===== src/inc/lrc_pkg.sv =====
// Constants shared by the linefeed and ringing control register block.
// Assumes a 25 MHz clock and word-aligned AHB-Lite register indices.
// Summary of operation
// RULE_01: Silent timer is two RW bytes, 125us counts.
// RULE_02: Silent high byte and caller-ID data reset zero.
// RULE_03: Both enables set: data bit0 feeds bit stream.
// RULE_04: Silent period debounce, 1.25 ms steps.
// RULE_05: Line state select field bits 2:0 sets state.
// RULE_06: Read-only shadow bits 6:4 shows actual state.
// RULE_07: Ringing: shadow shows on-hook transmission when silent.
// RULE_08: Bit 6 mutes both transmit audio outputs.
// RULE_09: Bit 5 bypasses both loop filter capacitors.
// RULE_10: Bit 4 enables external transistor bias current.
// RULE_11: Bits 3:2 pick on-hook transmission bias.
// RULE_12: Bits 1:0 pick active off-hook bias.
// RULE_13: Burst timer is two RW bytes, 125us counts.
// RULE_14: Cadence alternates burst and silent by timers.
// RULE_15: Reserved bits read zero, ignore writes.
package lrc_pkg;
  // Register indices; byte address is four times the index
  localparam logic [7:0] IDX_BURST_LO = 8'h30;
  localparam logic [7:0] IDX_BURST_HI = 8'h31;
  localparam logic [7:0] IDX_SILENT_LO = 8'h32;
  localparam logic [7:0] IDX_SILENT_HI = 8'h33;
  localparam logic [7:0] IDX_CALLERID = 8'h34;
  localparam logic [7:0] IDX_DEBOUNCE = 8'h3f;
  localparam logic [7:0] IDX_LINE_STATE = 8'h40;
  localparam logic [7:0] IDX_XTOR = 8'h41;
  localparam logic [7:0] IDX_OSC_CTRL = 8'h20;
  localparam logic [7:0] IDX_MOD_CTRL = 8'h6c;
  localparam logic [7:0] IDX_RING_STATUS = 8'h44;
  localparam int ADDR_LSB = 2;
  localparam int IDX_W = 8;
  // Field positions
  localparam int ENABLE_BIT = 6;
  localparam int MUTE_BIT = 6;
  localparam int BYPASS_BIT = 5;
  localparam int BIAS_EN_BIT = 4;
  localparam int ONHOOK_LSB = 2;
  localparam int OFFHOOK_LSB = 0;
  localparam int SHADOW_LSB = 4;
  localparam int STAT_LOOP_BIT = 0;
  localparam int STAT_BURST_BIT = 1;
  // Reset values
  localparam logic [7:0] RST_BYTE = 8'h00;
  localparam logic [7:0] RST_DEBOUNCE = 8'h54;
  // Timing
  localparam int CLK_PERIOD_NS = 40;
  localparam int TICK_NS = 125000;
  localparam int STEP_NS = 1250000;
  localparam int TICK_CYCLES = TICK_NS / CLK_PERIOD_NS;
  localparam int TICKS_PER_STEP = STEP_NS / TICK_NS;
  localparam int DEB_W = 12;
  localparam logic [1:0] HTRANS_NONSEQ = 2'b10;
  localparam logic [2:0] HSIZE_WORD = 3'b010;
  typedef enum logic [2:0] {
    LS_OPEN = 3'b000,
    LS_FWD_ACTIVE = 3'b001,
    LS_FWD_OHT = 3'b010,
    LS_TIP_OPEN = 3'b011,
    LS_RINGING = 3'b100,
    LS_REV_ACTIVE = 3'b101,
    LS_REV_OHT = 3'b110,
    LS_RING_OPEN = 3'b111
  } lrc_line_t;
  typedef enum logic [1:0] {
    CAD_IDLE = 2'b00,
    CAD_BURST = 2'b01,
    CAD_SILENT = 2'b11
  } lrc_cad_t;
endpackage


===== src/hw/lrc_tick_gen.sv =====
// Free-running prescaler giving a one-cycle pulse every PERIOD clocks.
// Assumes a single clock domain with asynchronous active-high reset.
`timescale 1ns/1ps
module lrc_tick_gen import lrc_pkg::*; #(
  parameter int PERIOD = TICK_CYCLES
) (
  input wire logic clk,
  input wire logic rst,
  output logic tick
);
  localparam int W = $clog2(PERIOD);
  localparam logic [W-1:0] LAST = W'(PERIOD - 1);
  logic [W-1:0] count;

  initial begin
    if (PERIOD < 2) begin
      $error("lrc_tick_gen: PERIOD must be at least 2");
    end
  end

  always_ff @(posedge clk or posedge rst) begin
    if (rst) begin
      count <= '0;
    end else if (count == LAST) begin
      count <= '0;
    end else begin
      count <= count + 1'b1;
    end
  end

  assign tick = (count == LAST);
endmodule


===== src/hw/lrc_tick_counter.sv =====
// Loadable down-counter stepped by tick pulses; done while it is zero.
// Assumes load and tick come from the same clock domain.
`timescale 1ns/1ps
module lrc_tick_counter #(
  parameter int W = 16
) (
  input wire logic clk,
  input wire logic rst,
  input wire logic tick,
  input wire logic load,
  input wire logic [W-1:0] loadValue,
  output logic done
);
  logic [W-1:0] count;

  initial begin
    if (W < 1) begin
      $error("lrc_tick_counter: W must be positive");
    end
  end

  // Load wins over a tick in the same cycle
  always_ff @(posedge clk or posedge rst) begin
    if (rst) begin
      count <= '0;
    end else if (load) begin
      count <= loadValue;
    end else if (tick && count != '0) begin
      count <= count - 1'b1;
    end
  end

  assign done = (count == '0);
endmodule


===== src/hw/lrc_regs.sv =====
// Linefeed, ringing cadence, caller-ID bit and bias control registers.
// Assumes a single AHB-Lite master, word accesses only, one 25 MHz clock.
//
// Local design decision: the AHB-Lite register port.
`timescale 1ns/1ps
module lrc_regs import lrc_pkg::*; #(
  parameter logic [7:0] DEBOUNCE_RESET = RST_DEBOUNCE
) (
  input wire logic clk,
  input wire logic rst,
  input wire logic hsel,
  input wire logic [31:0] haddr,
  input wire logic [1:0] htrans,
  input wire logic hwrite,
  input wire logic [2:0] hsize,
  input wire logic [31:0] hwdata,
  input wire logic hready,
  output logic hreadyout,
  output logic hresp,
  output logic [31:0] hrdata,
  input wire logic loopClosureRaw,
  input wire logic callerIdBitTake,
  output logic callerIdBit,
  output logic ringBurst,
  output logic [2:0] lineStateShadow,
  output logic audioMute,
  output logic capBypass,
  output logic xtorBiasEnable,
  output logic [1:0] xtorBiasOnhook,
  output logic [1:0] xtorBiasOffhook
);
  logic [15:0] ringBurstTimer;
  logic [15:0] ringSilentTimer;
  logic callerIdBitIn;
  logic [7:0] silentPeriodDebounce;
  lrc_line_t lineStateSelect;
  logic [6:0] xtorControl;
  logic ringOscEnable;
  logic callerIdModulationEnable;
  logic wrPending;
  logic [IDX_W-1:0] wrIdx;
  logic [IDX_W-1:0] rdIdx;
  logic addrPhase;
  logic [31:0] next_hrdata;
  lrc_cad_t cadState;
  lrc_cad_t next_cadState;
  logic cadLoad;
  logic [15:0] cadLoadValue;
  logic cadDone;
  logic tick;
  logic ringCadence;
  logic debLoad;
  logic debDone;
  logic [DEB_W-1:0] debTicks;
  logic loopClosedSilent;
  logic wrEn;

  // Zero wait states and always OKAY
  assign hreadyout = 1'b1;
  assign hresp = 1'b0;

  // Only aligned word transfers are decoded; others complete and are ignored
  assign addrPhase = hsel && hready && htrans == HTRANS_NONSEQ
    && hsize == HSIZE_WORD && haddr[ADDR_LSB-1:0] == '0;
  assign rdIdx = haddr[ADDR_LSB +: IDX_W];
  assign wrEn = wrPending;

  // The largest debounce code must still fit the debounce counter
  initial begin
    if ((2 ** $bits(silentPeriodDebounce)) * TICKS_PER_STEP > (2 ** DEB_W)) begin
      $error("lrc_regs: DEB_W too narrow for the debounce range");
    end
  end

  always_ff @(posedge clk or posedge rst) begin
    if (rst) begin
      wrPending <= 1'b0;
      wrIdx <= '0;
    end else begin
      wrPending <= addrPhase && hwrite;
      wrIdx <= rdIdx;
    end
  end

  // Read data is captured at the address phase so hrdata comes from a flop
  always_comb begin
    next_hrdata = '0;
    case (rdIdx)
      IDX_BURST_LO: next_hrdata[7:0] = ringBurstTimer[7:0]; // RULE_13
      IDX_BURST_HI: next_hrdata[7:0] = ringBurstTimer[15:8]; // RULE_13
      IDX_SILENT_LO: next_hrdata[7:0] = ringSilentTimer[7:0]; // RULE_01
      IDX_SILENT_HI: next_hrdata[7:0] = ringSilentTimer[15:8]; // RULE_01
      IDX_CALLERID: next_hrdata[0] = callerIdBitIn; // RULE_15
      IDX_DEBOUNCE: next_hrdata[7:0] = silentPeriodDebounce;
      IDX_LINE_STATE: begin
        next_hrdata[SHADOW_LSB +: 3] = lineStateShadow; // RULE_06
        next_hrdata[2:0] = lineStateSelect;
      end
      IDX_XTOR: next_hrdata[6:0] = xtorControl; // RULE_15
      IDX_OSC_CTRL: next_hrdata[ENABLE_BIT] = ringOscEnable;
      IDX_MOD_CTRL: next_hrdata[ENABLE_BIT] = callerIdModulationEnable;
      IDX_RING_STATUS: begin
        next_hrdata[STAT_LOOP_BIT] = loopClosedSilent;
        next_hrdata[STAT_BURST_BIT] = ringBurst;
      end
      default: next_hrdata = '0;
    endcase
  end

  always_ff @(posedge clk or posedge rst) begin
    if (rst) begin
      hrdata <= '0;
    end else if (addrPhase && !hwrite) begin
      hrdata <= next_hrdata;
    end
  end

  always_ff @(posedge clk or posedge rst) begin
    if (rst) begin
      ringBurstTimer <= {RST_BYTE, RST_BYTE};
      ringSilentTimer <= {RST_BYTE, RST_BYTE}; // RULE_02
    end else if (wrEn) begin
      if (wrIdx == IDX_BURST_LO) ringBurstTimer[7:0] <= hwdata[7:0]; // RULE_13
      if (wrIdx == IDX_BURST_HI) ringBurstTimer[15:8] <= hwdata[7:0]; // RULE_13
      if (wrIdx == IDX_SILENT_LO) ringSilentTimer[7:0] <= hwdata[7:0]; // RULE_01
      if (wrIdx == IDX_SILENT_HI) ringSilentTimer[15:8] <= hwdata[7:0]; // RULE_01
    end
  end

  always_ff @(posedge clk or posedge rst) begin
    if (rst) begin
      callerIdBitIn <= 1'b0; // RULE_02
      callerIdModulationEnable <= 1'b0;
      ringOscEnable <= 1'b0;
    end else if (wrEn) begin
      if (wrIdx == IDX_CALLERID) callerIdBitIn <= hwdata[0]; // RULE_15
      if (wrIdx == IDX_MOD_CTRL) callerIdModulationEnable <= hwdata[ENABLE_BIT];
      if (wrIdx == IDX_OSC_CTRL) ringOscEnable <= hwdata[ENABLE_BIT];
    end
  end

  always_ff @(posedge clk or posedge rst) begin
    if (rst) begin
      silentPeriodDebounce <= DEBOUNCE_RESET;
      lineStateSelect <= LS_OPEN;
      xtorControl <= '0;
    end else if (wrEn) begin
      if (wrIdx == IDX_DEBOUNCE) silentPeriodDebounce <= hwdata[7:0]; // RULE_04
      if (wrIdx == IDX_LINE_STATE) lineStateSelect <= lrc_line_t'(hwdata[2:0]); // RULE_05
      if (wrIdx == IDX_XTOR) xtorControl <= hwdata[6:0]; // RULE_15
    end
  end

  // Generator pulls the next bit; the buffered value is only taken when enabled
  always_ff @(posedge clk or posedge rst) begin
    if (rst) begin
      callerIdBit <= 1'b0;
    end else if (callerIdBitTake && callerIdModulationEnable && ringOscEnable) begin
      callerIdBit <= callerIdBitIn; // RULE_03
    end
  end

  always_ff @(posedge clk or posedge rst) begin
    if (rst) begin
      audioMute <= 1'b0;
      capBypass <= 1'b0;
      xtorBiasEnable <= 1'b0;
      xtorBiasOnhook <= '0;
      xtorBiasOffhook <= '0;
    end else begin
      audioMute <= xtorControl[MUTE_BIT]; // RULE_08
      capBypass <= xtorControl[BYPASS_BIT]; // RULE_09
      xtorBiasEnable <= xtorControl[BIAS_EN_BIT]; // RULE_10
      // Code 11 is passed through; the bias stage treats it as reserved
      xtorBiasOnhook <= xtorControl[ONHOOK_LSB +: 2]; // RULE_11
      xtorBiasOffhook <= xtorControl[OFFHOOK_LSB +: 2]; // RULE_12
    end
  end

  lrc_tick_gen #(
    .PERIOD(TICK_CYCLES)
  ) u_tick (
    .clk(clk),
    .rst(rst),
    .tick(tick)
  );

  assign ringCadence = lineStateSelect == LS_RINGING && ringOscEnable;

  // A zero burst or silent time means continuous ringing
  always_comb begin
    next_cadState = cadState;
    cadLoad = 1'b0;
    cadLoadValue = ringBurstTimer;
    case (cadState)
      CAD_IDLE: begin
        if (ringCadence) begin
          next_cadState = CAD_BURST;
          cadLoad = 1'b1;
        end
      end
      CAD_BURST: begin
        if (!ringCadence) begin
          next_cadState = CAD_IDLE;
        end else if (cadDone && ringBurstTimer != '0 && ringSilentTimer != '0) begin
          next_cadState = CAD_SILENT; // RULE_14
          cadLoad = 1'b1;
          cadLoadValue = ringSilentTimer;
        end
      end
      CAD_SILENT: begin
        if (!ringCadence) begin
          next_cadState = CAD_IDLE;
        end else if (cadDone) begin
          next_cadState = CAD_BURST; // RULE_14
          cadLoad = 1'b1;
        end
      end
      default: next_cadState = CAD_IDLE;
    endcase
  end

  always_ff @(posedge clk or posedge rst) begin
    if (rst) begin
      cadState <= CAD_IDLE;
    end else begin
      cadState <= next_cadState;
    end
  end

  lrc_tick_counter #(
    .W(16)
  ) u_cadence (
    .clk(clk),
    .rst(rst),
    .tick(tick),
    .load(cadLoad),
    .loadValue(cadLoadValue),
    .done(cadDone)
  );

  assign ringBurst = cadState == CAD_BURST;

  // Shadow follows the select except for the silent gap of a ring cadence
  always_comb begin
    if (lineStateSelect == LS_RINGING && cadState == CAD_SILENT) begin
      lineStateShadow = LS_FWD_OHT; // RULE_07
    end else begin
      lineStateShadow = lineStateSelect; // RULE_06
    end
  end

  // Debounce restarts whenever the loop opens or the silent period ends
  assign debTicks = DEB_W'(silentPeriodDebounce * TICKS_PER_STEP);
  assign debLoad = !(cadState == CAD_SILENT && loopClosureRaw); // RULE_04

  lrc_tick_counter #(
    .W(DEB_W)
  ) u_debounce (
    .clk(clk),
    .rst(rst),
    .tick(tick),
    .load(debLoad),
    .loadValue(debTicks),
    .done(debDone)
  );

  always_ff @(posedge clk or posedge rst) begin
    if (rst) begin
      loopClosedSilent <= 1'b0;
    end else begin
      loopClosedSilent <= !debLoad && debDone; // RULE_04
    end
  end
endmodule


===== config.mk =====
export PLATFORM = sky130hd
export DESIGN_NAME = lrc_regs
export DESIGN_NICKNAME = d
export VERILOG_FILES = /design/src/inc/lrc_pkg.sv /design/src/hw/lrc_tick_gen.sv /design/src/hw/lrc_tick_counter.sv /design/src/hw/lrc_regs.sv
export SDC_FILE = /design/constraint.sdc
export NUM_CORES = 1
export LEC_CHECK = 0
export ABC_CLOCK_PERIOD_IN_PS = 4200
export BUFFER_PORTS_ARGS = -buffer_cell sky130_fd_sc_hd__buf_2
export CAP_MARGIN = 10
export CORE_MARGIN = 2
export CORE_UTILIZATION = 35
export DETAILED_ROUTE_END_ITERATION = 8
export PLACE_DENSITY_LB_ADDON = 0.08
export SETUP_SLACK_MARGIN = 0.2
export SYNTH_ARGS = -nofsm -noshare
export SYNTH_HDL_FRONTEND = slang
export SYNTH_SLANG_ARGS = --single-unit
export TNS_END_PERCENT = 100

===== constraint.sdc =====
create_clock -name clk -period 4.2 [get_ports clk]
set_input_delay 0.21 -clock clk [delete_from_list [all_inputs] [get_ports clk]]
set_output_delay 0.21 -clock clk [all_outputs]
set_load 0.01 [all_outputs]

==> results of run 1 <==
==> registers in the layout, summed over array words and instances, names as in the netlist, 3 cells and up <==
register / cells
wrIdx: 8
silentPeriodDebounce: 8
u_tick.count: 12
ringSilentTimer: 16
u_cadence.count: 16
u_debounce.count: 12
lineStateSelect: 3
ringBurstTimer: 16
hrdata: 8
xtorControl: 7
==> metrics by stage <==
stage	worst slack (ps)	cell area, µm²
3_3_place_gp	1520	6930
5_1_grt	1360	7630
2_1_floorplan	781	6620
6_report	1520	7630
3_5_place_dp	1540	6930
4_1_cts	1520	7630
==> kinds of logic after synthesis <==
group / count (synthesis) / share of synthesized area, %
buffers and inverters: 57 / 5.08
XOR/XNOR: 35 / 4.70
multiplexers: 100 / 17.7
other: 2 / 0.115
adder cells (fa/ha/maj): 18 / 3.57
AND/OR/NAND/NOR: 177 / 16.0
AO/OA/AOI/OAI: 57 / 6.36
flip-flops: 121 / 46.4
==> layout make-up <==
cell class / instances / share of cell area, %
multi-input combinational: 413 / 42.6
sequential: 121 / 39.7
clock buffer: 19 / 5.80
timing repair buffer: 62 / 4.69
tap: 229 / 3.75
clock inverter: 13 / 2.64
inverter: 15 / 0.770
==> worst paths after layout <==
path	start	to
worst max-delay path	u_cadence.count[0]$_DFFE_PP0P_	u_cadence.count[14]$_DFFE_PP0P_
worst min-delay path	rst	u_tick.count[2]$_DFF_PP0_
worst max register to register	u_cadence.count[0]$_DFFE_PP0P_	u_cadence.count[14]$_DFFE_PP0P_
worst min register to register	xtorControl[1]$_DFFE_PP0P_	xtorBiasOffhook[1]$_DFF_PP0_
max in group asynchronous	rst	u_cadence.count[4]$_DFFE_PP0P_
min in group clk	haddr[4]	wrIdx[2]$_DFF_PP0_
==> layout by cell type, fill, tap and decap left out, types with 9 or more instances in the layout <==
cell / instances
nand4_1: 21
mux2_2: 10
nand2_1: 28
ha_1: 17
dfrtp_1: 118
nor2_1: 35
a21oi_1: 12
inv_1: 14
clkbuf_16: 17
nor4_1: 14
mux2_1: 46
buf_2: 49
nor3_1: 12
xor2_1: 23
conb_1: 26
xnor2_1: 12
nand3_1: 14
mux2i_1: 37
a31oi_1: 9
==> per-layer routing <==
| layer | global-route usage [%] | up-vias | wire [µm] |
|---|---|---|---|
| li1 | - | 2187 | - |
| met1 | 23.5 | 2382 | 7650 |
| met2 | 28.4 | 96 | 7970 |
| met3 | 3.73 | 15 | 528 |
| met4 | 5.11 | 0 | 204 |
| met5 | 0 | - | 0 |
==> repair_timing <==
action / CTS / global route
endpoints found under the setup margin: 0 / 0
hold endpoints to repair: 6 / 0
hold buffers: 6 / 0
==> report_power, final <==
| part | internal (µW) | leakage, µW | switching [µW] |
|---|---|---|---|
| logic | 51.9 | 0.00163 | 88.2 |
| clock network | 1060 | 0.000309 | 535 |
| registers | 1190 | 0.00155 | 26.0 |
==> reports/metrics.cfg, run 1 <==
[run_status]
status=finished, violations left
violations=negative hold slack

[detailed_routing]
drt_pre_antenna_iters=7
routed_wl_mm=16.4
ant_nets=0
drc=0
drt-initial-drc-count=327
vias_per_cell=5.37
vias=4680
wl_per_cell_um=18.8

[place]
gp_congestion=0.805
dp.cells=834
io_buffer_count=49
post-dp-hpwl_mm=11.8

[floorplanning]
die_x_um=141
start_util_pct=36.0
core_area_um2=18100
pin_count=122
dieArea_um2=19800
die_height_um=141
rows=49

[synth]
syn_area_um2=6530
synth.area.top_cells=dfrtp_1, mux2_1, mux2i_1
ys_async_sr_fraction_pct=100
synth_ff_type=dfrtp_1
synth_edf_count=0
syn_inst=567
ys_types=65
ys_seq_area_share_pct=46.4
synth_top_area_share_pct=45.2
syn_area_per_cell_um2=11.5
synth_top_cell_by_area=dfrtp_1
yosysWarningCount=0
synth.most_common_cell=dfrtp_1
synthTopCellsByCount=dfrtp_1, mux2_1, mux2i_1, nor2_1
yosys_register_bits=121

[pwr]
ir_drop_v=0.000294
power.leakage_uw=0.00349
power_uw=2960
power_density_nw_per_um2=388

[sta]
worstMarginPinSlew_ps=866
rsz0062_at_grt=no
hold_viol=54
setup_violations=0
max_freq_mhz=373
period_share_pct=63.8
slew_violations=0
fin_tns_setup_ps=0
fin_skew_ps=12.2
period_minus_slack_ps=2680
slew_headroom_pct=41.9
holdWs_ps=-28.8

[global_route]
antenna_found_initial=0
grt_max_degree=69
overflow=0
grt_pass1_wl_mm=26.5
grt_pass1_vias=4717
grt_usage_pct=17.4

[clocking]
root_buffer=clkbuf_16
cts_max_level=4
cts_tree=yes
post_cts_resized=0
cts_buffer_depth=2
worstSkewPairLatency_ps=430
cts_buffers=17
postCtsSetupBuffers=0
cts_sinks=121
clk_pin_slew_ps=60

[setup_path]
crit_slowest_cell=nand4_2
critPathTopFamily=simple AND/OR/NAND/NOR gates
ff2ff_path_depth=8
critical_path.startpoint_type=flip-flop
cp_num_buf_inv=2
crit_chain=inv_1 > ha_1 > nor3b_1 > nand4_2 > nand4bb_1 > buf_4 > mux2i_1 > mux2i_1
endpoint_kind=flip-flop
ff2ff_setup_slack_ps=1520
path_depth=8
crit_top_cell=mux2i_1
cp.required_ps=4490
cp_slowest_stage_delay_ps=500
worstSetupPathType=reg -> reg
worst-path-max-fanout=17
cp_data_arrival_time_ps=2970

[finish]
instances_no_fill=872
area_growth_pct=16.9
final_core_util_pct=42.1
multi_input_area_um2=3250
register_area_um2=3030
diodes=0
fill_cells=1748
final_layout_size_suffix_gt1_share_pct=19.0
nNetsFinal=724

[job]
max-cap-violations=0

[min_path]
holdCritPathClass=in -> async

Power figures use the tool's default switching activity.
==> inputs of run 2 (changes only) <==
Settings changed: ABC_CLOCK_PERIOD_IN_PS 4200 to 2400.
Clock period 4.2 ns to 2.4 ns, I/O delays scaled along.
==> run 2 against run 1 <==
  * The flow now finishes without violations
  * Via count increased by 0.64%
  * Count of clock-buffer cells in the layout up 2
  * Combinational power up 85%
  * Hold slack better by 43 ps
==> reports/metrics.cfg, run 2 (synthesis results as in run 1) <==
[sta]
hold_viol=0
max_freq_mhz=472
slew_violations=0
fin_skew_ps=9.49
slew_headroom_pct=57.4
rsz0062_at_grt=yes
worstMarginPinSlew_ps=634
period_share_pct=88.2
fin_tns_setup_ps=0
period_minus_slack_ps=2120
setup_violations=0

[pwr]
pwr-share-comb_pct=5.0
switching_share_pct=22.2
clock_power_share_pct=53.5
power_density_nw_per_um2=649
power_frac_seq_pct=41.4
power.leakage_uw=0.00363
p_switching_uw=1140
intPower_uw=4010
ir_drop_v=0.000434

[run_status]
status=complete, no violations

[floorplanning]
die_x_um=141
die_height_um=141
rows=49
pin_count=122
core_area_um2=18100
start_util_pct=36.0
dieArea_um2=19800

[setup_path]
cp_data_arrival_time_ps=2460
worst-path-max-fanout=8
worstSetupPathType=reg -> reg
critical_path.startpoint_type=flip-flop
endpoint_kind=flip-flop
crit_slowest_cell=dfrtp_1
cp.required_ps=2740
cp_num_buf_inv=3
crit_chain=inv_2 > ha_4 > nor3b_4 > nand4_2 > buf_6 > a221oi_4 > buf_12 > mux2i_4
critPathTopFamily=buffers and inverters
cp_slowest_stage_delay_ps=420

[finish]
instances_no_fill=898
final_cell_mix=dfrtp_1, buf_2, mux2_1, mux2i_1, nor2_1
top_regs=ringBurstTimer (16), ringSilentTimer (16), u_cadence.count (16)
final_layout_size_suffix_gt1_share_pct=23.0
diodes=0
nNetsFinal=750
final_core_util_pct=43.7
area_growth_pct=21.5
mostFrequentLayoutCell=dfrtp_1

[clocking]
cts_buffers=17
cts_buffer_depth=2
root_buffer=clkbuf_16
cts_sinks=121
cts_tree=yes
worstSkewPairLatency_ps=420
clk_pin_slew_ps=60
cts_max_level=4

[place]
post-dp-hpwl_mm=12.0
dp.cells=847
io_buffer_count=49
gp_congestion=0.818

[global_route]
overflow=0
grt_max_degree=69
grt_pass1_wl_mm=26.1
grt_pass1_vias=4713
antenna_found_initial=0
grt_usage_pct=17.4

[detailed_routing]
vias=4710
drc=0
drt-initial-drc-count=214
wl_per_cell_um=18.6
drt_pre_antenna_iters=4
routed_wl_mm=16.7
ant_nets=0
vias_per_cell=5.24

[job]
max-cap-violations=0

[min_path]
holdCritPathClass=in -> reg

## run 2: per-stage QoR
step | setup WS [ps] | total power (µW) | instance area [µm²] | hold slack (ps)
2_1_floorplan | 305 | 2330 | 6620 | 151
3_5_place_dp | 108 | 2420 | 7050 | 104
6_report | 283 | 5150 | 7930 | 14.5
5_1_grt | 176 | 5340 | 7930 | 14.7
3_3_place_gp | 122 | 2420 | 7050 | 104
4_1_cts | 206 | 5210 | 7810 | 7.70
## run 2: worst reg2reg max path, cell delays in order, from the launching register on
cell and delay, ps:
dfrtp_1 420, inv_2 110, ha_4 140, nor3b_4 210, nand4_2 180, buf_6 180, a221oi_4 370, buf_12 200
mux2i_4 230
## run 2: worst paths after layout
path | startpoint | to | slack [ps] | depth (start not counted)
max in group asynchronous | rst | u_debounce.count[10]$_DFFE_PP0P_ | 1310 | 4
worst max register to register | u_cadence.count[0]$_DFFE_PP0P_ | u_cadence.count[12]$_DFFE_PP0P_ | 280 | 8
min in group asynchronous | rst | u_cadence.count[6]$_DFFE_PP0P_ | 210 | 3
worst max-delay path | u_cadence.count[0]$_DFFE_PP0P_ | u_cadence.count[12]$_DFFE_PP0P_ | 280 | 8
worst min register to register | xtorControl[1]$_DFFE_PP0P_ | xtorBiasOffhook[1]$_DFF_PP0_ | 410 | 0
worst min-delay path | hwdata[3] | xtorControl[3]$_DFFE_PP0P_ | 10 | 2
## run 2: per-layer routing
layer  vias up  wire length, µm  GRT usage (%)  part of all wire, %
li1       2232                -              -                    -
met1      2372             7650           22.6                   46
met2        92             8250           29.0                   49
met3        14              558           3.86                  3.3
met4         0              218           5.47                  1.3
met5         -                0              0                    0
## run 2: layout make-up
class                   instances  area [µm²]
well taps                     229         287
flip-flops and latches        121        3030
inverters                      15        60.1
repair buffers                 88         609
multi-input cells             413        3310
fillers                      1696       10200
clock buffers                  21         470
clock inverters                11         169
## run 2: timing repair
item / in CTS / in global routing
endpoints found under the hold margin: 18 / 0
gates cloned: 0 / 1
setup buffers: 1 / 7
hold buffers: 10 / 0
resized for setup: 2 / 14
endpoints found under the setup margin: 7 / 19
pin swaps: 0 / 3
## run 2: power by group through the flow
stage          sequential (µW)  combinational, µW  clock (µW)
6_report                  2140                259        2760
5_1_grt                   2140                290        2910
4_1_cts                   2130                265        2810
3_5_place_dp              2170                253           0
3_3_place_gp              2170                250           0
2_1_floorplan             2160                166           0
==> inputs of run 3 (changes only) <==
Settings changed: SETUP_SLACK_MARGIN 0.2 to 0.3.
==> run 3 against run 2 <==
  * Utilization increased by 0.58 points
  * Sequential share of layout area fell by 0.50 points
  * Hold slack about the same
  * Power barely moved
  * Clock power about the same
  * Critical path depth unchanged
  * Final area up 1.3%
  * Critical path type unchanged
  * Critical endpoint unchanged
  * Largest cell class unchanged
  * Highest routed layer unchanged
==> reports/metrics.cfg, run 3 (synthesis results as in run 1) <==
[run_status]
status=complete, no violations

[floorplanning]
die_height_um=141
pin_count=122
start_util_pct=36.0
die_x_um=141
rows=49
core_area_um2=18100
dieArea_um2=19800

[sta]
period_minus_slack_ps=2120
holdWs_ps=14.9
period_share_pct=88.2
hold_viol=0
fin_skew_ps=8.93
setup_violations=0
slew_headroom_pct=60.4
fin_tns_setup_ps=0
slew_violations=0
worstMarginPinSlew_ps=594
rsz0062_at_grt=yes
max_freq_mhz=472
setup_ws_ps=283

[setup_path]
cp.required_ps=2740
worst-path-max-fanout=8
ff2ff_path_depth=8
r2r-start=u_cadence.count[0]$_DFFE_PP0P_
cp_data_arrival_time_ps=2450
timing.rr.end=u_cadence.count[12]$_DFFE_PP0P_
endpoint_kind=flip-flop
worstSetupPathType=reg -> reg
ff2ff_setup_slack_ps=280
critical_path.startpoint_type=flip-flop

[finish]
area_growth_pct=23.1
top_regs=ringBurstTimer (16), ringSilentTimer (16), u_cadence.count (16)
final_layout_size_suffix_gt1_share_pct=24.7
diodes=0
multi_input_area_um2=3390
fill_cells=1692
mostFrequentLayoutCell=dfrtp_1
nNetsFinal=753
register_area_um2=3030
final_cell_mix=dfrtp_1, buf_2, mux2_1, nor2_1, mux2i_1
instances_no_fill=901

[pwr]
power.leakage_uw=0.00363
power_density_nw_per_um2=641
ir_drop_v=0.000431
power_uw=5160

[place]
gp_congestion=0.818
dp.cells=847
place_ws_ps=108
io_buffer_count=49
post-dp-hpwl_mm=12.0

[clocking]
cts_tree=yes
cts_max_level=4
cts_buffer_depth=2
cts_sinks=121
root_buffer=clkbuf_16
cts_buffers=17
clk_pin_slew_ps=60
worstSkewPairLatency_ps=420

[detailed_routing]
vias=4718
ant_nets=0
vias_per_cell=5.24
routed_wl_mm=17.0
drt_pre_antenna_iters=4
wl_per_cell_um=18.9
drc=0
drt-initial-drc-count=209

[global_route]
grt_usage_pct=17.4
grt_pass1_wl_mm=26.2
antenna_found_initial=0
overflow=0
grt_max_degree=69
grt_pass1_vias=4732

[min_path]
min_from=hwdata[3]
hold_depth=2
worstHoldEndpoint=xtorControl[3]$_DFFE_PP0P_
holdCritPathClass=in -> reg

[job]
max-cap-violations=0

## run 3: worst max-delay path by stage
stage / start / endpoint / depth (start not counted) / slack, ps
final: u_cadence.count[0]$_DFFE_PP0P_ / u_cadence.count[12]$_DFFE_PP0P_ / 8 / 280
after global routing: u_cadence.count[10]$_DFFE_PP0P_ / u_cadence.count[0]$_DFFE_PP0P_ / 6 / 200
after CTS: u_cadence.count[0]$_DFFE_PP0P_ / u_cadence.count[12]$_DFFE_PP0P_ / 8 / 280
after detailed placement: silentPeriodDebounce[3]$_DFFE_PP0P_ / u_debounce.count[10]$_DFFE_PP0P_ / 8 / 110
after global placement: silentPeriodDebounce[3]$_DFFE_PP0P_ / u_debounce.count[10]$_DFFE_PP0P_ / 8 / 120
after floorplan: u_cadence.count[0]$_DFFE_PP0P_ / u_cadence.count[0]$_DFFE_PP0P_ / 7 / 300
## run 3: worst max-delay path, cell delays in order, from the launching register on
cell	delay, ps
dfrtp_1	420
inv_2	110
ha_4	130
nor3b_4	220
nand4_2	180
buf_6	180
a221oi_4	380
buf_12	200
mux2i_4	220
## run 3: cell type report
class,count,area share (%)
timing repair buffer,91,7.86
multi-input combinational,413,42.2
inverter,15,0.747
tap,229,3.56
clock inverter,11,2.10
clock buffer,21,5.85
sequential,121,37.7
## run 3: routing by layer
layer	track usage (%)	vias up	share of wire (%)
met3	3.86	15	3.8
met1	22.7	2365	46
met2	29.1	98	49
met5	0	-	0
met4	5.42	0	1.3
li1	-	2240	-
## run 3: what timing repair did
item | in CTS | in global routing
hold buffers | 10 | 0
pin swaps | 0 | 14
setup buffers | 1 | 10
gates resized for setup | 8 | 18
gates cloned | 0 | 1
endpoints found under the hold margin | 18 | 0
setup endpoints to repair | 27 | 38
## run 3: where the power goes
| group | switching, µW | internal, µW | leakage, µW | total (µW) |
|---|---|---|---|---|
| logic | 161 | 99.8 | 0.00178 | 261 |
| clock network | 942 | 1820 | 0.000301 | 2760 |
| registers | 45.6 | 2090 | 0.00155 | 2140 |
| total | 1150 | 4010 | 0.00363 | 5160 |
## run 3: metrics by stage
stage / utilization, % / area [µm²]
2_1_floorplan: - / 6620
6_report: 44.3 / 8040
4_1_cts: 43.1 / 7820
5_1_grt: 44.3 / 8040
3_5_place_dp: 38.9 / 7050
3_3_place_gp: 38.9 / 7050
